**src/rtl/psr_pkg.sv**
```systemverilog
// Purpose: shared constants and types of the power dip restart sequencer
// Assumes: 50 MHz control clock
// Notes: times are kept in their own unit, cycle counts derive from them
package psr_pkg;

    // ****************************************
    // clock and times
    // ****************************************
    localparam int unsigned CLK_HZ = 50_000_000;
    localparam int unsigned TENTH_PER_S = 10;
    // base tick of the outage and wait timers, 0.1 s
    localparam int unsigned TENTH_CYCLES = CLK_HZ / TENTH_PER_S;
    localparam int unsigned RUN_WAIT_S = 2;
    localparam logic [4:0] RUN_WAIT_TENTHS = 5'(RUN_WAIT_S * TENTH_PER_S);
    // allowable outage time, in tenths of a second: 0.0 .. 30.0 s
    localparam int unsigned OUTAGE_W = 9;
    localparam logic [OUTAGE_W-1:0] OUTAGE_MAX = 9'h12C;

    // ****************************************
    // setting codes
    // ****************************************
    localparam logic [2:0] MODE_TRIP_NOW = 3'h0;
    localparam logic [2:0] MODE_TRIP_LATER = 3'h1;
    localparam logic [2:0] MODE_DECEL_TRIP = 3'h2;
    localparam logic [2:0] MODE_CONTINUE = 3'h3;
    localparam logic [2:0] MODE_FAIL_FREQ = 3'h4;
    localparam logic [2:0] MODE_START_FREQ = 3'h5;
    localparam logic [2:0] CTRL_SENSOR_VECTOR = 3'h6;
    localparam logic [1:0] SRC_KEYPAD_TERM_DIR = 2'h0;
    localparam logic [1:0] SRC_FIXED_FWD = 2'h2;
    localparam logic [1:0] SRC_FIXED_REV = 2'h3;

    // ****************************************
    // pin indices and types
    // ****************************************
    localparam int unsigned PIN_N = 3;
    localparam int unsigned PIN_RUN = 0;
    localparam int unsigned PIN_COAST = 1;
    localparam int unsigned PIN_INTERLOCK = 2;

    typedef enum logic [2:0] {
        PSR_RUN = 3'b000,
        PSR_DECEL = 3'b001,
        PSR_CONTINUE = 3'b010,
        PSR_OUTAGE = 3'b011,
        PSR_WAIT_RUN = 3'b100,
        PSR_RESTART = 3'b101,
        PSR_TRIPPED = 3'b110
    } psr_state_e;

    typedef struct packed {
        logic [2:0] restart_mode_select;
        logic [2:0] control_method_select;
        logic [1:0] run_command_source;
        logic [OUTAGE_W-1:0] allowable_outage_time;
        logic overcurrent_limit_enable;
    } psr_cfg_s;

    typedef struct packed {
        logic output_enable;
        logic uv_alarm;
        logic decel_to_stop;
        logic continue_run;
        logic auto_restart_active;
        logic restart_fail_freq;
        logic restart_start_freq;
        logic restart_sensor_speed;
        logic current_limit_follow;
        logic normal_start;
    } psr_out_s;

endpackage : psr_pkg

```
**src/rtl/psr_sequencer.sv**
```systemverilog
// Purpose: momentary power failure handling and restart sequencing
// Assumes: dc link flags and drive status come from logic on clk
// Notes: run, coast-stop and interlock are pins and are synchronised
`timescale 1ns/1ps
`default_nettype none
module psr_sequencer
    import psr_pkg::*;
#(
    parameter int unsigned TICK_CYCLES = TENTH_CYCLES
)
(
    // clock and reset
    input wire logic clk,
    input wire logic nrst,
    // settings
    input wire psr_cfg_s cfg,
    // dc link flags, synchronous
    input wire logic dc_undervoltage,
    input wire logic dc_below_continue_level,
    // drive status, synchronous
    input wire logic drive_running,
    input wire logic charge_done,
    input wire logic decel_done,
    input wire logic freq_restored,
    input wire logic alarm_reset,
    // pins from the outside
    input wire logic run_cmd_pin,
    input wire logic coast_stop_command,
    input wire logic contactor_interlock,
    // outputs to the drive
    output psr_out_s ctl,
    output psr_state_e state
);

    // ****************************************
    // pin synchronisers
    // ****************************************
    logic [PIN_N-1:0] pin_raw;
    logic [PIN_N-1:0] pin_s1_q;
    logic [PIN_N-1:0] pin_s2_q;

    assign pin_raw[PIN_RUN] = run_cmd_pin;
    assign pin_raw[PIN_COAST] = coast_stop_command;
    assign pin_raw[PIN_INTERLOCK] = contactor_interlock;

    genvar gi;
    generate
        for (gi = 0; gi < PIN_N; gi++)
        begin : g_sync
            always_ff @(posedge clk or negedge nrst)
            begin
                if (!nrst)
                begin
                    pin_s1_q[gi] <= 1'b0;
                    pin_s2_q[gi] <= 1'b0;
                end
                else
                begin
                    pin_s1_q[gi] <= pin_raw[gi];
                    pin_s2_q[gi] <= pin_s1_q[gi];
                end
            end
        end
    endgenerate

    logic run_cmd;
    logic coast;
    logic interlock;
    assign run_cmd = pin_s2_q[PIN_RUN];
    assign coast = pin_s2_q[PIN_COAST];
    assign interlock = pin_s2_q[PIN_INTERLOCK];

    // ****************************************
    // setting decode
    // ****************************************
    logic sensor_vec;
    logic fixed_dir;
    logic wait_src;
    logic power_fail;
    logic power_ok;
    logic [OUTAGE_W-1:0] outage_limit;

    assign sensor_vec = (cfg.control_method_select == CTRL_SENSOR_VECTOR);
    assign fixed_dir = (cfg.run_command_source == SRC_FIXED_FWD) ||
        (cfg.run_command_source == SRC_FIXED_REV);
    // source 0 and terminal sources share the run-wait window
    assign wait_src = !fixed_dir ||
        (cfg.run_command_source == SRC_KEYPAD_TERM_DIR);
    // interlock active means a failure, as does dc undervoltage
    assign power_fail = dc_undervoltage || interlock;
    assign power_ok = !dc_undervoltage && !interlock && charge_done;
    // settings above 30.0 s are held at the top of the range
    assign outage_limit = (cfg.allowable_outage_time > OUTAGE_MAX) ?
        OUTAGE_MAX : cfg.allowable_outage_time;

    // ****************************************
    // timers
    // ****************************************
    logic outage_clear;
    logic wait_clear;
    logic [OUTAGE_W-1:0] outage_tenths;
    logic [OUTAGE_W-1:0] wait_tenths;
    logic outage_expired;
    logic wait_over;

    // outage counted on the control clock from the judged failure
    psr_tenth_timer #(
        .TICK_CYCLES(TICK_CYCLES),
        .CNT_W(OUTAGE_W)
    ) u_outage_timer (
        .clk(clk),
        .nrst(nrst),
        .clear(outage_clear),
        .tenths(outage_tenths)
    );

    psr_tenth_timer #(
        .TICK_CYCLES(TICK_CYCLES),
        .CNT_W(OUTAGE_W)
    ) u_wait_timer (
        .clk(clk),
        .nrst(nrst),
        .clear(wait_clear),
        .tenths(wait_tenths)
    );

    // a zero limit allows no outage at all
    assign outage_expired = (outage_tenths >= outage_limit);
    assign wait_over = (wait_tenths >= OUTAGE_W'(RUN_WAIT_TENTHS));

    // ****************************************
    // sequence state
    // ****************************************
    psr_state_e state_q;
    psr_state_e state_d;
    logic deferred_q;
    logic deferred_d;

    always_comb
    begin
        state_d = state_q;
        deferred_d = deferred_q;
        outage_clear = 1'b0;
        wait_clear = 1'b1;
        unique case (state_q)
            PSR_RUN:
            begin
                outage_clear = 1'b1;
                deferred_d = 1'b0;
                if (drive_running && power_fail)
                begin
                    unique case (cfg.restart_mode_select)
                        MODE_TRIP_NOW: state_d = PSR_TRIPPED;
                        MODE_TRIP_LATER:
                        begin
                            state_d = PSR_OUTAGE;
                            deferred_d = 1'b1;
                        end
                        MODE_DECEL_TRIP: state_d = PSR_DECEL;
                        default: state_d = PSR_OUTAGE;
                    endcase
                end
                else if (drive_running && dc_below_continue_level)
                begin
                    if (cfg.restart_mode_select == MODE_DECEL_TRIP)
                    begin
                        state_d = PSR_DECEL;
                    end
                    else if (cfg.restart_mode_select == MODE_CONTINUE)
                    begin
                        state_d = PSR_CONTINUE;
                    end
                end
            end
            PSR_DECEL:
            begin
                // alarm only once the controlled stop is over
                if (decel_done)
                begin
                    state_d = PSR_TRIPPED;
                end
            end
            PSR_CONTINUE:
            begin
                // not enough regenerated energy: drop the output and wait
                if (power_fail)
                begin
                    state_d = PSR_OUTAGE;
                end
                else if (!dc_below_continue_level)
                begin
                    state_d = PSR_RUN;
                end
            end
            PSR_OUTAGE:
            begin
                if (coast)
                begin
                    state_d = PSR_RUN;
                end
                else if (power_ok)
                begin
                    if (deferred_q)
                    begin
                        state_d = PSR_TRIPPED;
                    end
                    else if (outage_expired)
                    begin
                        // treated as a fresh power-on
                        state_d = PSR_RUN;
                    end
                    else if (!wait_src)
                    begin
                        state_d = PSR_RESTART;
                    end
                    else
                    begin
                        state_d = PSR_WAIT_RUN;
                    end
                end
            end
            PSR_WAIT_RUN:
            begin
                wait_clear = 1'b0;
                if (coast || outage_expired)
                begin
                    state_d = PSR_RUN;
                end
                else if (run_cmd)
                begin
                    // a run at the window's last tick still restarts
                    state_d = PSR_RESTART;
                end
                else if (wait_over)
                begin
                    state_d = PSR_RUN;
                end
            end
            PSR_RESTART:
            begin
                if (freq_restored || coast)
                begin
                    state_d = PSR_RUN;
                end
                else if (drive_running && power_fail)
                begin
                    state_d = PSR_OUTAGE;
                end
            end
            PSR_TRIPPED:
            begin
                if (alarm_reset)
                begin
                    state_d = PSR_RUN;
                end
            end
            default: state_d = PSR_RUN;
        endcase
    end

    always_ff @(posedge clk or negedge nrst)
    begin
        if (!nrst)
        begin
            state_q <= PSR_RUN;
            deferred_q <= 1'b0;
        end
        else
        begin
            state_q <= state_d;
            deferred_q <= deferred_d;
        end
    end

    // ****************************************
    // registered outputs
    // ****************************************
    psr_out_s out_q;
    psr_out_s out_d;
    logic from_fail_freq;

    // open-loop modes 3 and 4 resume at the frequency held at failure
    assign from_fail_freq = !sensor_vec &&
        ((cfg.restart_mode_select == MODE_CONTINUE) ||
        (cfg.restart_mode_select == MODE_FAIL_FREQ));

    always_comb
    begin
        out_d = '0;
        out_d.output_enable = (state_d == PSR_RUN) || (state_d == PSR_DECEL) ||
            (state_d == PSR_CONTINUE) || (state_d == PSR_RESTART);
        out_d.uv_alarm = (state_d == PSR_TRIPPED);
        out_d.decel_to_stop = (state_d == PSR_DECEL);
        out_d.continue_run = (state_d == PSR_CONTINUE);
        out_d.auto_restart_active = (state_d == PSR_RESTART);
        out_d.restart_sensor_speed = (state_d == PSR_RESTART) && sensor_vec;
        out_d.restart_fail_freq = (state_d == PSR_RESTART) && from_fail_freq;
        out_d.restart_start_freq = (state_d == PSR_RESTART) && !sensor_vec &&
            (cfg.restart_mode_select == MODE_START_FREQ);
        // limiter may pull frequency down only with limiting enabled
        out_d.current_limit_follow = (state_d == PSR_RESTART) && from_fail_freq &&
            cfg.overcurrent_limit_enable;
        // leaving the outage without restart: next start is a normal one
        out_d.normal_start = (state_d == PSR_RUN) && ((state_q == PSR_OUTAGE) ||
            (state_q == PSR_WAIT_RUN));
    end

    always_ff @(posedge clk or negedge nrst)
    begin
        if (!nrst)
        begin
            out_q <= '0;
        end
        else
        begin
            out_q <= out_d;
        end
    end

    assign ctl = out_q;
    assign state = state_q;

endmodule : psr_sequencer
`default_nettype wire

```
**src/rtl/psr_tenth_timer.sv**
```systemverilog
// Purpose: tick generator and saturating tenth-second counter
// Assumes: clear is synchronous and has priority over counting
// Notes: count saturates at its top value instead of wrapping
`timescale 1ns/1ps
`default_nettype none
module psr_tenth_timer
    import psr_pkg::*;
#(
    parameter int unsigned TICK_CYCLES = TENTH_CYCLES,
    parameter int unsigned CNT_W = OUTAGE_W
)
(
    // clock and reset
    input wire logic clk,
    input wire logic nrst,
    // control
    input wire logic clear,
    // count of whole tenths since clear
    output logic [CNT_W-1:0] tenths
);

    // ****************************************
    // prescaler and counter
    // ****************************************
    localparam logic [31:0] TICK_LAST = 32'(TICK_CYCLES - 1);
    logic [31:0] pre_q;
    logic [31:0] pre_d;
    logic [CNT_W-1:0] cnt_q;
    logic [CNT_W-1:0] cnt_d;

    always_comb
    begin
        pre_d = pre_q + 32'h0000_0001;
        cnt_d = cnt_q;
        if (clear)
        begin
            pre_d = '0;
            cnt_d = '0;
        end
        else if (pre_q >= TICK_LAST)
        begin
            pre_d = '0;
            // saturate so a long outage never looks short again
            if (cnt_q != {CNT_W{1'b1}})
            begin
                cnt_d = cnt_q + CNT_W'(1);
            end
        end
    end

    always_ff @(posedge clk or negedge nrst)
    begin
        if (!nrst)
        begin
            pre_q <= '0;
            cnt_q <= '0;
        end
        else
        begin
            pre_q <= pre_d;
            cnt_q <= cnt_d;
        end
    end

    assign tenths = cnt_q;

endmodule : psr_tenth_timer
`default_nettype wire

```
**config.mk**
```make
export PLATFORM = sky130hd
export DESIGN_NAME = psr_sequencer
export DESIGN_NICKNAME = d
export VERILOG_FILES = /design/src/rtl/psr_pkg.sv /design/src/rtl/psr_sequencer.sv /design/src/rtl/psr_tenth_timer.sv
export SDC_FILE = /design/constraint.sdc
export NUM_CORES = 1
export LEC_CHECK = 0
export BUFFER_PORTS_ARGS = -buffer_cell sky130_fd_sc_hd__buf_2
export CAP_MARGIN = 10
export CORE_ASPECT_RATIO = 0.75
export CORE_MARGIN = 3
export CORE_UTILIZATION = 25
export CTS_CLUSTER_SIZE = 28
export DETAILED_ROUTE_END_ITERATION = 8
export PLACE_DENSITY = 0.42
export SYNTH_ARGS = -nofsm -noshare
export SYNTH_HDL_FRONTEND = slang
export SYNTH_SLANG_ARGS = --single-unit
export TNS_END_PERCENT = 1
```
**constraint.sdc**
```tcl
create_clock -name clk -period 4.05 [get_ports clk]
set_input_delay 0.405 -clock clk [delete_from_list [all_inputs] [get_ports clk]]
set_output_delay 0.405 -clock clk [all_outputs]
set_load 0.005 [all_outputs]
```
# Word level (Yosys, flattened, before mapping)
# Index checks and enable logic that the tools add are counted.
# classes
magnitude_cmp	5
n_addsub	4
muxes	34
eq_ne	22
n_reduce_logical	33
# ops
op	count
$mux 32	4
$add 32x1->32 const B	2
$ge 32x23->1 const B	2
$mux 9	7
$mux 3	17
$eq 3x3->1 const B	8
$pmux 3 s7	1
$add 9x1->9 const B	2
$ne 9x9->1 const B	2
$eq 3x2->1 const B	5
$logic_and 1x1->1	11
$logic_or 1x1->1	10
$eq 3x1->1 const B	3
$ge 9x5->1 const B	1
$ge 9x9->1	1
$gt 9x9->1 const B	1
$logic_not 3->1	3
$pmux 3 s2	1
$eq 2x2->1 const B	2
$logic_not 1->1	4
$mux 1	4
$ne 2x1->1 const B	2
$reduce_and 2->1	2
$reduce_bool 2->1	2
$logic_not 2->1	1
# word_totals
word_cells	120
output_inout_bits	13
in_bits	30
reg_bits	102

# Depth between registers and ports, before layout
# depth
depth_word	14
mapped_depth	11
ltp_nobuf	11

# By module
# Synthesis repeated with hierarchy kept, for this count alone.
# hier_totals
hier_cells	522
area_unflattened_um2	5444.0
# modules_own_cells
module	seq_area_each_um2	n_inst	cells_per_inst	area_per_inst_um2
psr_tenth_timer	1026.0	2	196	2112.0
psr_sequencer	500.5	1	130	1219.9

# Least setup slack after synthesis
# OpenSTA, ideal clock, no wires.
# synth_timing
path_type	input to register
from	in cfg[1] in the netlist's numbering
to	reg out_q, in the netlist ctl[0]
stages	11
t_arrival_ns	2.443
required_time_ns	3.963
setup_time_ns	0.087
slack_ns	1.520
n_path_buf	0
cell_sequence	o211a_1 o21ai_0 a21oi_1 nand2b_1 ha_1 a21oi_1 nor3_1 a211oi_1 a2111o_1 or2_4 a211oi_2
# synth_rtl
element	line	rtl
start, declared	psr_sequencer.sv:16	input wire psr_cfg_s cfg,
end signal, assigned	psr_sequencer.sv:316	out_q <= out_d;
end, declared	psr_sequencer.sv:278	psr_out_s out_q;

==> impl_metrics.toml <==
[power_and_ir_drop]
powerDensity_nw_per_um2 = 417
total_power_mw = 2.42
power_leakage_nw = 2.60
irDropWorstVdd_v = 0.000311

[finish]
diodes = 0
drive_above_1_share = 0.130
finalNetCount = 612
fin_util = 0.306
filler_cell_count = 1980
area_growth_pct = 17.0

[synth]
synth_top_area_cell = "dfrtp_1"
ys_types = 59
synth.most_common_cell = "dfrtp_1"
yosys.area.top_type_share = 0.515
yosys_warnings = 0
ys_top_cells_by_count = "dfrtp_1, nor2_1, nand2_1, a21oi_1, o21ai_0"
synth_edf_count = 0
synth_area_leaders = "dfrtp_1, nor2_1, ha_1"
ys_seq_area_frac = 0.515
ys_ff_latch = 102
postSynthAreaPerCell_um2 = 9.85
syn_area_um2 = 4950
synth_async_sr_flop_share = 1.00
syn_inst = 503
synth_flop_cell = "dfrtp_1"

[timing]
drv_slew = 0
timing.final.crit_share = 0.658
setup_tns_ps = 0
finalSetupViolations = 0
fin_crit_ps = 2660
rsz0062_at_grt = "false"
max_freq_ghz = 0.375
max_slew_margin = 0.325
hold_viol = 0
fin_skew_ps = 9.24
tightest_slew_ps = 1010

[routing]
ant_nets = 0
wl_per_cell_um = 12.9
finalWirelength_um = 10500
vias = 3720
drt-pass1-iter-count = 4
drc = 0
drt-initial-drc-count = 205
viasPerCell = 4.55

[global_route]
grt_overflow = 0
grt_max_degree = 82
grt_pass1_wl_um = 18100
gr-usage-all-layers = 0.104
antenna_found_initial = 0
grt_pass1_vias = 3688

[clocking]
cts_buffer_depth = 2
cts_buffers = 9
clock_latency_ps = 350
cts_resized = 0
hold_buffers = 0
cts_tree = "yes"
root_buffer = "clkbuf_16"
cts_setup_buffers = 0
path_clk_slew_ps = 60
clock_sinks = 102
htree_levels = 3

[die]
initial_core_util = 0.261
rows = 43
coreArea_um2 = 18900
die_area_um2 = 21600
die_w_um = 169
io_pins = 43
die-height_um = 128

[setup_path]
end_kind = "flop"
path_cells = "buf_2 > o211a_1 > o21ai_0 > a21oi_1 > nor2b_1 > ha_1 > nand2b_1 > a41o_1 > a211oi_1 > a221o_1 > nand3_1 > nor2_1"
cp.required_ps = 4320
critPathLaunchType = "primary input"
slowest_delay_ps = 420
crit_path_max_fanout = 6
critPathSlowestCell = "a211oi_1"
cp.arrival_ps = 2930
worst-setup-path-type = "in -> reg"

[run]
maxCapViolCount = 0

[placed_design]
gp_congestion = 0.788
dp.final_hpwl_um = 7530
port_buffers = 41

[min_path]
hold_path_class = "in -> reg"

[outcome]
status = "finished, final reports clean"
## power by group
part	internal, mW	switching, mW	leakage, nW
combinational	0.184	0.238	1.11
sequential	1.09	0.0917	1.35
clock	0.450	0.359	0.140
total	1.73	0.689	2.60
## worst max-delay path: cells and delay by family
family	cells	cell delay [ps]
AOI/OAI and AO/OA	6	1540
buffers and inverters	1	90
adders and majority gates	1	270
and+or+nand+nor	4	610
## stage by stage
step	instance area, um2	hold WS [ps]	setup WS [ps]	std cells
detailed placement	5510	340	985	802
global route	5790	151	1150	818
finish	5790	170	1390	818
global placement	5510	346	1020	802
floorplan	5020	109	1520	520
CTS	5790	148	1350	818
## cells by family after synthesis
family	share of synthesized area
compound gates	0.115
xor+xnor	0.0619
buf+inv	0.0189
fa+ha+maj	0.0404
simple gates	0.241
flops	0.515
other cells	0.000757
mux	0.00657
## metal layers
layer,global-route usage,up-vias,share of wire
li1,-,1885,-
met2,0.149,58,0.41
met4,0.0303,0,0.016
met5,0,-,0
met3,0.0348,10,0.048
met1,0.148,1767,0.53
## cells in the final DEF, fill, tap and decap left out, types with 5 or more instances in the layout
cell type	count
conb_1	18
buf_4	5
xor2_1	18
clkbuf_16	9
o21ai_0	19
nor4_1	5
inv_1	12
nor3_1	14
nand3_1	15
a21oi_1	21
buf_2	40
nor2_1	79
nand2b_1	7
nand2_1	51
nor2b_1	5
and3_1	18
xnor2_1	17
nand4_1	13
or3_1	9
ha_1	16
dfrtp_1	102
## state kept, by name, indices dropped and copies added (netlist names)
| signal | cells |
|---|---|
| u_wait_timer.pre_q | 32 |
| pin_s1_q | 3 |
| interlock | 1 |
| run_cmd | 1 |
| coast | 1 |
| state | 3 |
| deferred_q | 1 |
| ctl | 10 |
| u_outage_timer.tenths | 9 |
| u_wait_timer.tenths | 9 |
| u_outage_timer.pre_q | 32 |
## area by class of cell
cell class	count	area, um2	share of cell area
Sequential cell	102	2550	0.441
Multi-Input combinational cell	396	2370	0.409
Tap cell	247	309	0.0533
Clock buffer	13	260	0.0449
Timing Repair Buffer	45	238	0.0410
Inverter	12	45.0	0.00778
Clock inverter	3	18.8	0.00324
## path summary, 6_finish.rpt
| path | startpoint | depth (start not counted) | slack (ps) | endpoint |
|---|---|---|---|---|
| worst max-delay path | cfg[1] | 12 | 1390 | ctl[3] |
| max in group asynchronous | nrst | 2 | 2910 | u_wait_timer.pre_q[8] |
| worst min-delay path | coast_stop_command | 1 | 170 | pin_s1_q[1] |
| worst max register to register | state[2] | 6 | 1440 | u_wait_timer.pre_q[7] |
| worst min register to register | pin_s1_q[1] | 0 | 350 | coast |
| min in group asynchronous | nrst | 1 | 220 | u_wait_timer.tenths[6] |
Note: power is estimated with default switching activity, not from simulation.
